[src/genset_pkg.sv]
`default_nettype none

package genset_pkg;

    // Clock and time base
    localparam int          CLK_PERIOD_NS   = 20;
    localparam longint      TICK_PERIOD_NS  = 100_000_000;
    localparam int          TICK_CYCLES     = int'(TICK_PERIOD_NS / CLK_PERIOD_NS);
    localparam int          TICK_CNT_W      = 32;

    // Timer counts in time-base ticks
    localparam int          CNT_W            = 16;
    localparam logic [15:0] RETURN_DELAY_RST = 16'h012C;
    localparam logic [15:0] COOLING_RST      = 16'h0258;

    // Register map, byte addresses
    localparam int          ADDR_W           = 8;
    localparam int          DATA_W           = 32;
    localparam logic [7:0]  REG_RETURN_DELAY = 8'h00;
    localparam logic [7:0]  REG_COOLING      = 8'h04;
    localparam logic [7:0]  REG_STATUS       = 8'h08;
    localparam logic [7:0]  REG_ALARM        = 8'h0C;

    // Status register field positions
    localparam int          STAT_MODE_LSB    = 0;
    localparam int          STAT_SEQ_LSB     = 4;
    localparam int          STAT_CMD_LSB     = 8;

    typedef enum logic [1:0] {MODE_STOP, MODE_MANUAL, MODE_AUTO} mode_t;

    typedef enum logic [2:0] {
        SEQ_IDLE,
        SEQ_RUN_OFF,
        SEQ_SYNC,
        SEQ_ON_LOAD,
        SEQ_RETURN_DLY,
        SEQ_RAMP,
        SEQ_COOL
    } seq_t;

    // Front-panel buttons
    typedef struct packed {
        logic stop_mode;
        logic manual_mode;
        logic auto_mode;
        logic start;
        logic transfer;
        logic open_load;
    } button_t;

    // Configurable digital inputs
    typedef struct packed {
        logic transfer;
        logic open_load;
        logic on_load;
    } dig_in_t;

    // Feedback from generator, synchroniser and load ramp
    typedef struct packed {
        logic available;
        logic in_sync;
        logic ramp_done;
    } gen_fb_t;

    // Commands towards engine and breaker
    typedef struct packed {
        logic engine_run;
        logic breaker_close;
        logic sync_request;
        logic ramp_off_request;
    } gen_cmd_t;

    // Register port request
    typedef struct packed {
        logic              wr;
        logic              rd;
        logic [ADDR_W-1:0] addr;
        logic [DATA_W-1:0] wdata;
    } reg_req_t;

endpackage : genset_pkg

`default_nettype wire

[src/timebase_tick.sv]
`timescale 1ns/1ps
`default_nettype none

module timebase_tick
    import genset_pkg::*;
#(
    parameter int DIV = TICK_CYCLES
)
(
    input  wire logic clk,
    input  wire logic sys_rst,
    output var  logic tick
);

    typedef struct packed {
        logic [TICK_CNT_W-1:0] cnt;
        logic                  tick;
    } tick_state_t;

    tick_state_t st;
    tick_state_t next_st;

    // Free-running divider, one-cycle pulse per period
    always_comb
    begin
        next_st      = st;
        next_st.tick = 1'b0;
        if (st.cnt == TICK_CNT_W'(DIV - 1))
        begin
            next_st.cnt  = '0;
            next_st.tick = 1'b1;
        end
        else
        begin
            next_st.cnt = st.cnt + 1'b1;
        end
    end

    always_ff @(posedge clk or posedge sys_rst)
    begin
        if (sys_rst)
            st <= '0;
        else
            st <= next_st;
    end

    assign tick = st.tick;

endmodule : timebase_tick

`default_nettype wire

[src/genset_mode_sequencer.sv]
// Summary of operation
// - In stop mode the engine is kept at rest and never commanded to run.
// - Entering stop mode clears latched alarms whose input is gone and opens the breaker.
// - In manual mode a start press runs the engine off load with the breaker open.
// - In manual mode a transfer requests synchronisation and closes the breaker only once in sync.
// - In manual mode an open ramps the load off first and then opens the breaker.
// - Transfer and open digital inputs give the same sequences as their buttons.
// - Running off load in manual, a rising on-load input synchronises and then closes the breaker.
// - Removing the on-load input in manual leaves the breaker closed until an open is given or stop or auto is chosen.
// - The auto button selects automatic mode in which the sequencer alone starts, loads and stops.
// - In auto any start request, local or from the multiset link, starts the engine.
// - In auto an available generator is synchronised and then the breaker closes.
// - In auto removal of all requests starts the return-delay timer before any unloading.
// - On return-delay expiry the load is ramped off and then the breaker opens.
// - After the breaker opens in auto the engine cools unloaded and stops only when cooling ends.
// - After stopping in auto the sequencer idles awaiting a new request.
//
// Design decisions made here: the plain strobed port and the placing of the registers.
`timescale 1ns/1ps
`default_nettype none

module genset_mode_sequencer
    import genset_pkg::*;
#(
    parameter int          REQ_W       = 4,
    parameter int          LINK_W      = 8,
    parameter int          ALARM_W     = 8,
    parameter int          TICK_DIV    = TICK_CYCLES,
    parameter logic [15:0] RET_DEFAULT = RETURN_DELAY_RST,
    parameter logic [15:0] COOL_DEFAULT = COOLING_RST
)
(
    input  wire logic               clk,
    input  wire logic               sys_rst,
    input  wire button_t            buttons,
    input  wire dig_in_t            dig_in,
    input  wire gen_fb_t            gen_fb,
    input  wire logic [REQ_W-1:0]   start_req,
    input  wire logic [LINK_W-1:0]  multiset_comms_link,
    input  wire logic [ALARM_W-1:0] alarm_in,
    input  wire reg_req_t           reg_req,
    output var  logic [DATA_W-1:0]  reg_rdata,
    output var  gen_cmd_t           gen_cmd,
    output var  mode_t              mode,
    output var  logic [ALARM_W-1:0] alarm_latched
);

    localparam int RQ_W = REQ_W + LINK_W;

    typedef struct packed {
        mode_t              mode;
        seq_t               seq;
        gen_cmd_t           cmd;
        logic [CNT_W-1:0]   tmr;
        logic [CNT_W-1:0]   ret_cfg;
        logic [CNT_W-1:0]   cool_cfg;
        logic [ALARM_W-1:0] alarm;
        logic [DATA_W-1:0]  rdata;
        button_t            btn_s1;
        button_t            btn_s2;
        button_t            btn_s3;
        dig_in_t            din_s1;
        dig_in_t            din_s2;
        dig_in_t            din_s3;
        gen_fb_t            fb_s1;
        gen_fb_t            fb_s2;
        logic [RQ_W-1:0]    req_s1;
        logic [RQ_W-1:0]    req_s2;
        logic [ALARM_W-1:0] alm_s1;
        logic [ALARM_W-1:0] alm_s2;
    } seq_state_t;

    seq_state_t st;
    seq_state_t next_st;
    logic       tick;
    button_t    press;
    dig_in_t    din_rise;
    logic       any_req;
    logic       transfer_evt;
    logic       open_evt;
    logic       entering_stop;

    // Common time base for both timers
    timebase_tick #(
        .DIV (TICK_DIV)
    ) u_tick (
        .clk     (clk),
        .sys_rst (sys_rst),
        .tick    (tick)
    );

    // Edges and merged events from synchronised inputs
    always_comb
    begin
        press         = st.btn_s2 & ~st.btn_s3;
        din_rise      = st.din_s2 & ~st.din_s3;
        any_req       = |st.req_s2;
        transfer_evt  = press.transfer | din_rise.transfer;
        open_evt      = press.open_load | din_rise.open_load;
        entering_stop = press.stop_mode && (st.mode != MODE_STOP);
    end

    // Next state of the whole sequencer
    always_comb
    begin
        next_st        = st;
        next_st.btn_s1 = buttons;
        next_st.btn_s2 = st.btn_s1;
        next_st.btn_s3 = st.btn_s2;
        next_st.din_s1 = dig_in;
        next_st.din_s2 = st.din_s1;
        next_st.din_s3 = st.din_s2;
        next_st.fb_s1  = gen_fb;
        next_st.fb_s2  = st.fb_s1;
        next_st.req_s1 = {multiset_comms_link, start_req};
        next_st.req_s2 = st.req_s1;
        next_st.alm_s1 = alarm_in;
        next_st.alm_s2 = st.alm_s1;

        // Mode select, stop has priority
        if (press.stop_mode)
            next_st.mode = MODE_STOP;
        else if (press.manual_mode)
            next_st.mode = MODE_MANUAL;
        else if (press.auto_mode)
            next_st.mode = MODE_AUTO;

        // Alarm latch; a new alarm wins over the clear
        next_st.alarm = (entering_stop ? (st.alarm & st.alm_s2) : st.alarm) | st.alm_s2;

        // Timer countdown on the common tick
        if (tick && (st.tmr != '0))
            next_st.tmr = st.tmr - 1'b1;

        if (next_st.mode == MODE_STOP)
        begin
            next_st.seq = SEQ_IDLE;
        end
        else if (next_st.mode == MODE_MANUAL)
        begin
            unique case (st.seq)
                SEQ_IDLE:
                    if (press.start)
                        next_st.seq = SEQ_RUN_OFF;
                SEQ_RUN_OFF:
                    if (st.fb_s2.available && (transfer_evt || din_rise.on_load))
                        next_st.seq = SEQ_SYNC;
                SEQ_SYNC:
                    if (st.fb_s2.in_sync)
                        next_st.seq = SEQ_ON_LOAD;
                SEQ_ON_LOAD:
                    if (open_evt)
                        next_st.seq = SEQ_RAMP;
                SEQ_RETURN_DLY:
                    next_st.seq = SEQ_ON_LOAD;
                SEQ_RAMP:
                    if (st.fb_s2.ramp_done)
                        next_st.seq = SEQ_RUN_OFF;
                SEQ_COOL:
                    next_st.seq = SEQ_RUN_OFF;
            endcase
        end
        else
        begin
            unique case (st.seq)
                SEQ_IDLE:
                    if (any_req)
                        next_st.seq = SEQ_RUN_OFF;
                SEQ_RUN_OFF, SEQ_SYNC:
                    if (!any_req)
                    begin
                        next_st.seq = SEQ_COOL;
                        next_st.tmr = st.cool_cfg;
                    end
                    else if (st.seq == SEQ_RUN_OFF && st.fb_s2.available)
                        next_st.seq = SEQ_SYNC;
                    else if (st.seq == SEQ_SYNC && st.fb_s2.in_sync)
                        next_st.seq = SEQ_ON_LOAD;
                SEQ_ON_LOAD:
                    if (!any_req)
                    begin
                        next_st.seq = SEQ_RETURN_DLY;
                        next_st.tmr = st.ret_cfg;
                    end
                SEQ_RETURN_DLY:
                    if (any_req)
                        next_st.seq = SEQ_ON_LOAD;
                    else if (st.tmr == '0)
                        next_st.seq = SEQ_RAMP;
                SEQ_RAMP:
                    if (st.fb_s2.ramp_done)
                    begin
                        next_st.seq = SEQ_COOL;
                        next_st.tmr = st.cool_cfg;
                    end
                SEQ_COOL:
                    if (any_req)
                        next_st.seq = SEQ_RUN_OFF;
                    else if (st.tmr == '0)
                        next_st.seq = SEQ_IDLE;
            endcase
        end

        // Commands decoded from the new sequence state
        next_st.cmd.engine_run       = (next_st.seq != SEQ_IDLE);
        next_st.cmd.breaker_close    = (next_st.seq == SEQ_ON_LOAD) ||
                                       (next_st.seq == SEQ_RETURN_DLY) ||
                                       (next_st.seq == SEQ_RAMP);
        next_st.cmd.sync_request     = (next_st.seq == SEQ_SYNC);
        next_st.cmd.ramp_off_request = (next_st.seq == SEQ_RAMP);

        // Register writes
        if (reg_req.wr && (reg_req.addr == REG_RETURN_DELAY))
            next_st.ret_cfg = reg_req.wdata[CNT_W-1:0];
        if (reg_req.wr && (reg_req.addr == REG_COOLING))
            next_st.cool_cfg = reg_req.wdata[CNT_W-1:0];

        // Register reads, data valid for one cycle only
        next_st.rdata = '0;
        if (reg_req.rd)
        begin
            unique case (reg_req.addr)
                REG_RETURN_DELAY: next_st.rdata = DATA_W'(st.ret_cfg);
                REG_COOLING:      next_st.rdata = DATA_W'(st.cool_cfg);
                REG_STATUS:
                begin
                    next_st.rdata[STAT_MODE_LSB +: 2] = st.mode;
                    next_st.rdata[STAT_SEQ_LSB +: 3]  = st.seq;
                    next_st.rdata[STAT_CMD_LSB +: 4]  = st.cmd;
                end
                REG_ALARM:        next_st.rdata = DATA_W'(st.alarm);
                default:          next_st.rdata = '0;
            endcase
        end
    end

    // State register
    always_ff @(posedge clk or posedge sys_rst)
    begin
        if (sys_rst)
        begin
            st          <= '0;
            st.ret_cfg  <= RET_DEFAULT;
            st.cool_cfg <= COOL_DEFAULT;
        end
        else
        begin
            st <= next_st;
        end
    end

    assign reg_rdata     = st.rdata;
    assign gen_cmd       = st.cmd;
    assign mode          = st.mode;
    assign alarm_latched = st.alarm;
endmodule : genset_mode_sequencer

`default_nettype wire

[config.mk]
export PLATFORM = sky130hd
export DESIGN_NAME = genset_mode_sequencer
export DESIGN_NICKNAME = d
export VERILOG_FILES = /design/src/genset_pkg.sv /design/src/timebase_tick.sv /design/src/genset_mode_sequencer.sv
export SDC_FILE = /design/constraint.sdc
export NUM_CORES = 1
export LEC_CHECK = 0
export BUFFER_PORTS_ARGS = -buffer_cell sky130_fd_sc_hd__buf_2
export CORE_MARGIN = 5
export CORE_UTILIZATION = 61
export CTS_CLUSTER_DIAMETER = 80
export DETAILED_ROUTE_END_ITERATION = 6
export PLACE_DENSITY = 0.84
export SETUP_SLACK_MARGIN = 0.05
export SYNTH_ARGS = -nofsm -noshare
export SYNTH_HDL_FRONTEND = slang
export SYNTH_SLANG_ARGS = --single-unit
[constraint.sdc]
create_clock -name clk -period 16.45 [get_ports clk]
set_input_delay 3.29 -clock clk [delete_from_list [all_inputs] [get_ports clk]]
set_output_delay 3.29 -clock clk [all_outputs]
set_load 0.02 [all_outputs]
==> impl_metrics.tcl, run 1 <==
set metrics [dict create \
    tightest_slew_ps 1270 \
    r2r_cells 5 \
    root_buffer "clkbuf_16" \
    cts_tree "built" \
    maxCapViolCount 0 \
    internal_power_uw 721 \
    holdWs_ps 348 \
    grt_pass1_vias 5028 \
    num_rows 41 \
    htree_levels 4 \
    worst-setup-path-type "primary input to register" \
    drc_errors 0 \
    hold_class "register to register" \
    synth_top_cells_by_area "dfrtp_1 (58%), buf_4 (4.4%), mux2_2 (3.2%)" \
    slew_viol_final 0 \
    vdd_ir_drop_max_uv 112 \
    hold_buffers 0 \
    track_usage_pct 21.8 \
    setup_viol 0 \
    powerDensity_nw_per_um2 111 \
    cp.arrival_ps 5230 \
    finalSetupTns_ps 0 \
    cts-buffers-inserted 17 \
    fillCellCount 843 \
    ys.flop_type "dfrtp_1" \
    gr-total-overflow 0 \
    p_leak_uw 0.00405 \
    wl_um 15500 \
    detail-route-antenna-nets 0 \
    dpl.hpwl_um 10500 \
    initial_utilization_pct 61.9 \
    synth_cells 632 \
    final_nets 771 \
    synth_top_area_share_pct 57.6 \
    p_seq_share_pct 51.1 \
    switching_share_pct 25.0 \
    cts.sink_count 187 \
    status "completed" \
    p_clk_share_pct 42.1 \
    timing.final.crit_share_pct 29.8 \
    required_ps 16770 \
    place.gp.congestion 0.905 \
    first_pass_iters 5 \
    synthArstFlopShare_pct 100 \
    clk_pin_slew_ps 70 \
    grt_start_max_net_pins 118 \
    dieArea_um2 15100 \
    drive_gt1_share_pct 25.5 \
    syn-mean-instance-area_um2 12.3 \
    max_freq_mhz 204 \
    p_switching_uw 240 \
    vias_per_cell 5.74 \
    ys_ff_latch 187 \
    fin_crit_ps 4910 \
    post_cts_resize_count 0 \
    area_delta_synth_final_pct 11.4 \
    max-clock-path-buffers 2 \
    fin_skew_ps 8.35 \
    path_max_fanout 16 \
    wl_per_cell_um 17.7 \
    clk_latency_ps 440 \
    synth_cell_types 67 \
    multi_input_area_um2 2650 \
    hold_viol_final 0 \
    synth-seq-area-share_pct 60.3 \
    yosysTopAreaCell "dfrtp_1" \
    rsz0062_at_grt "no" \
    end_kind "register" \
    antenna_found_initial 3 \
    io_buffers 89 \
    post-route-util_pct 69.0 \
    mappedNetlistArea_um2 7780 \
    synth_warnings 0 \
    die_h_um 123 \
    combPwrFrac_pct 6.9 \
    hold_depth 0 \
    maxSlewHeadroom_pct 14.8 \
    first_iter_violations 572 \
    vias 5042 \
    die_w_um 123 \
    post_cts_buffers 0 \
    seqCellArea_um2 4690 \
    core_um2 12600 \
    startpoint_type "primary input" \
    synth_edf_count 0 \
    io_pins 122 \
    grt_pass1_wl_um 25100 \
]
==> cell type report <==
class | count | area share (%)
inverter | 13 | 0.620
clock buffer | 18 | 5.06
tap | 172 | 2.48
timing repair buffer | 91 | 5.31
sequential | 187 | 54.1
clock inverter | 14 | 1.82
antenna | 1 | 0.0289
multi-input combinational | 382 | 30.6
==> routing by layer <==
metal	vias up	part of all wire, %	global-route usage, %
li1	2306	-	-
met1	2505	42	29.6
met2	196	48	33.3
met3	31	7.7	7.27
met4	4	1.9	7.14
met5	-	0.17	0
==> kinds of logic (layout without fill, tap and decap cells) <==
| kind of cell | after synthesis | in the layout | synth area share [%] |
|---|---|---|---|
| DFF | 187 | 187 | 60.3 |
| and+or+nand+nor | 179 | 179 | 12.3 |
| AOI/OAI and AO/OA | 97 | 97 | 8.87 |
| buffers and inverters | 78 | 136 | 6.37 |
| muxes | 45 | 45 | 6.95 |
| xor gates and xnor gates | 42 | 42 | 4.73 |
| adders and majority gates | 3 | 3 | 0.482 |
| other | 1 | 17 | 0.0482 |
==> worst max-delay path, cell delays in order <==
cell     delay, ps
buf_2          100
or4_4          540
nor3_4         330
nand3_2        520
mux2_2         450
==> cell usage after synthesis, types with 9 or more instances <==
master	count
a22oi_1	16
buf_4	46
o22ai_1	18
nor2_1	53
nor2b_1	11
dfrtp_1	179
clkbuf_1	9
nand3_1	13
mux2i_1	12
o21ai_0	13
a21o_1	9
mux2_2	22
xnor2_1	21
nand4_1	11
xor2_1	21
nand2_1	36
mux2_4	10
inv_1	13
==> registers in the layout, summed over array words and instances, names as in the netlist <==
signal	count
st	83
next_st	41
u_tick.st	32
reg_rdata	16
alarm_latched	8
gen_cmd	4
mode	2
u_tick.tick	1
==> power by group through the flow <==
stage | clock network (uW) | logic (uW) | registers, uW
final | 404 | 66.0 | 491
after global placement | 0 | 63.8 | 498
after global routing | 432 | 73.2 | 493
after CTS | 413 | 66.4 | 491
after detailed placement | 0 | 65.9 | 499
after floorplan | 0 | 56.1 | 493
==> layout by cell type (no fill, tap or decap), types with 7 or more instances in the layout <==
master	Yosys	layout
a21o_1	9	9
a21oi_1	8	8
a22oi_1	16	16
and3_1	7	7
buf_2	5	89
clkbuf_16	0	17
conb_1	1	16
dfrtp_1	179	179
dfstp_2	8	8
inv_1	13	12
mux2_2	22	22
mux2_4	10	10
mux2i_1	12	12
nand2_1	36	36
nand3_1	13	13
nand4_1	11	11
nor2_1	53	53
nor2b_1	11	11
nor3_1	7	7
nor4_1	8	8
o21ai_0	13	13
o22ai_1	18	18
xnor2_1	21	21
xor2_1	21	21
==> stage by stage <==
step	std cells	setup WS, ps	power, uW	instance area, um^2
after floorplan	647	8090	549	7840
after global placement	845	11160	562	8070
after detailed placement	845	11110	565	8070
after CTS	877	11580	970	8670
after global routing	878	11490	998	8670
final	878	11540	961	8670
==> final timing paths <==
kind	start	endpoint	slack [ps]
min	next_st[18]	st[18]	350
max reg2reg	st[24]	st[147]	13590
min reg2reg	next_st[18]	st[18]	350
min in group asynchronous	sys_rst	next_st[50]	3070
max in group asynchronous	sys_rst	reg_rdata[2]	11960
max	reg_req[37]	st[143]	11540
Power figures use the tool's default switching activity.
==> run 2: changes to the inputs <==
--- a/config.mk
+++ b/config.mk
@@ -7,10 +7,10 @@
 export LEC_CHECK = 0
 export BUFFER_PORTS_ARGS = -buffer_cell sky130_fd_sc_hd__buf_2
 export CORE_MARGIN = 5
-export CORE_UTILIZATION = 61
+export CORE_UTILIZATION = 51
 export CTS_CLUSTER_DIAMETER = 80
 export DETAILED_ROUTE_END_ITERATION = 6
-export PLACE_DENSITY = 0.84
+export PLACE_DENSITY = 0.75
 export SETUP_SLACK_MARGIN = 0.05
 export SYNTH_ARGS = -nofsm -noshare
 export SYNTH_HDL_FRONTEND = slang
==> constraint.sdc (replaced) <==
create_clock -name clk -period 4.5 [get_ports clk]
set_input_delay 0.9 -clock clk [delete_from_list [all_inputs] [get_ports clk]]
set_output_delay 0.9 -clock clk [all_outputs]
set_load 0.02 [all_outputs]
==> run 2 against run 1 <==
Compared with the run above:
- final cell count up 2.4%
- clock power rose to 3.8 times the previous value
- combinational power rose to 3.7 times the previous value
- routed wire length up 1.4%
- register-to-register slack worse by 12000 ps
- largest power group unchanged
- flip-flop and latch count unchanged
==> impl_metrics.tcl, run 2 (synthesized netlist as in run 1, its figures left out) <==
set metrics [dict create \
    hold_buffers 0 \
    combPwrFrac_pct 6.9 \
    root_buffer "clkbuf_16" \
    slew_viol_final 0 \
    top_register "st" \
    vdd_ir_drop_max_uv 297 \
    maxCapViolCount 0 \
    end_kind "register" \
    drive_gt1_share_pct 25.8 \
    max_freq_mhz 368 \
    internal_power_uw 2700 \
    final_nets 775 \
    timing.final.crit_share_pct 60.4 \
    io_buffers 89 \
    core_um2 15100 \
    vias 5033 \
    finalSetupTns_ps 0 \
    detail-route-antenna-nets 0 \
    final_area_um2 8760 \
    vias_per_cell 5.60 \
    post_cts_buffers 0 \
    powerDensity_nw_per_um2 410 \
    dpl.hpwl_um 10900 \
    largest_reg_flops 83 \
    hold_class "register to register" \
    clk_pin_slew_ps 70 \
    tightest_slew_ps 906 \
    required_ps 4820 \
    grt_pass1_wl_um 26300 \
    p_clk_share_pct 42.9 \
    post-route-util_pct 58.0 \
    area_delta_synth_final_pct 12.5 \
    hold_viol_final 0 \
    p_leak_uw 0.00409 \
    gr-total-overflow 0 \
    cts_tree "built" \
    cp.arrival_ps 3030 \
    p_seq_share_pct 50.2 \
    fin_skew_ps 5.70 \
    worst-setup-path-type "register to register" \
    maxSlewHeadroom_pct 39.6 \
    fillCellCount 1252 \
    antenna_found_initial 2 \
    cts-buffers-inserted 17 \
    cts.sink_count 187 \
    clk_latency_ps 430 \
    track_usage_pct 18.6 \
    multi_input_area_um2 2650 \
    initial_utilization_pct 51.6 \
    seqCellArea_um2 4690 \
    place.gp.congestion 0.865 \
    htree_levels 4 \
    wl_um 15800 \
    rsz0062_at_grt "no" \
    wl_per_cell_um 17.5 \
    setup_viol 0 \
    post_cts_resize_count 0 \
    p_switching_uw 885 \
    startpoint_type "register" \
    fin_crit_ps 2720 \
    switching_share_pct 24.7 \
    die_h_um 134 \
    placed_cell_area_um2 8130 \
    final_common_cell "dfrtp_1" \
    dieArea_um2 17800 \
    layout_common_cells "dfrtp_1 (179), buf_2 (89), nor2_1 (53)" \
    grt_pass1_vias 5129 \
    first_pass_iters 7 \
    max-clock-path-buffers 2 \
    die_w_um 134 \
    status "completed" \
    io_pins 122 \
    path_max_fanout 17 \
    grt_start_max_net_pins 94 \
    num_rows 45 \
    drc_errors 0 \
    first_iter_violations 293 \
]
[run 2: metrics by stage]
stage	power, uW	cells	hold slack [ps]	setup WS, ps
floorplan	2010	647	331	1200
global placement	2070	865	332	1620
detailed placement	2080	865	335	1560
CTS	3620	897	351	1820
global route	3730	899	355	1590
finish	3590	899	351	1780
[run 2: path summary, 6_finish.rpt]
path | startpoint | end | slack (ps) | cells after the start
worst max register to register | st[25] | gen_cmd[1] | 1780 | 5
min in group asynchronous | sys_rst | u_tick.st[28] | 560 | 2
worst min-delay path | next_st[65] | next_st[59] | 350 | 0
worst min register to register | next_st[65] | next_st[59] | 350 | 0
max in group asynchronous | sys_rst | next_st[46] | 2680 | 4
worst max-delay path | st[25] | gen_cmd[1] | 1780 | 5
[run 2: final cells by class]
type / instances / share of cell area [%]
tap: 188 / 2.69
sequential: 187 / 53.6
inverter: 13 / 0.600
timing repair buffer: 95 / 5.74
clock inverter: 13 / 1.99
multi-input combinational: 382 / 30.3
clock buffer: 19 / 5.06
antenna: 2 / 0.0572
[run 2: power groups by stage]
| stage | logic (uW) | registers (uW) | clock network, uW |
|---|---|---|---|
| after floorplan | 206 | 1800 | 0 |
| after global placement | 239 | 1830 | 0 |
| after detailed placement | 247 | 1830 | 0 |
| after CTS | 249 | 1800 | 1580 |
| after global routing | 275 | 1810 | 1650 |
| final | 247 | 1800 | 1540 |
[run 2: critical path, cell delays in order (launching register included)]
cell     delay, ps
dfrtp_1        360
nor4_1         510
nand3_1        370
o22ai_2        770
o31ai_2        270
nor3_1         310
[run 2: metal layers]
layer  track usage [%]  vias up  part of all wire (%)
met5                 0        -                     0
met4              7.66        0                   2.2
met3              5.40       27                   6.2
met2              30.0      158                    49
met1              23.8     2548                    43
li1                  -     2300                     -
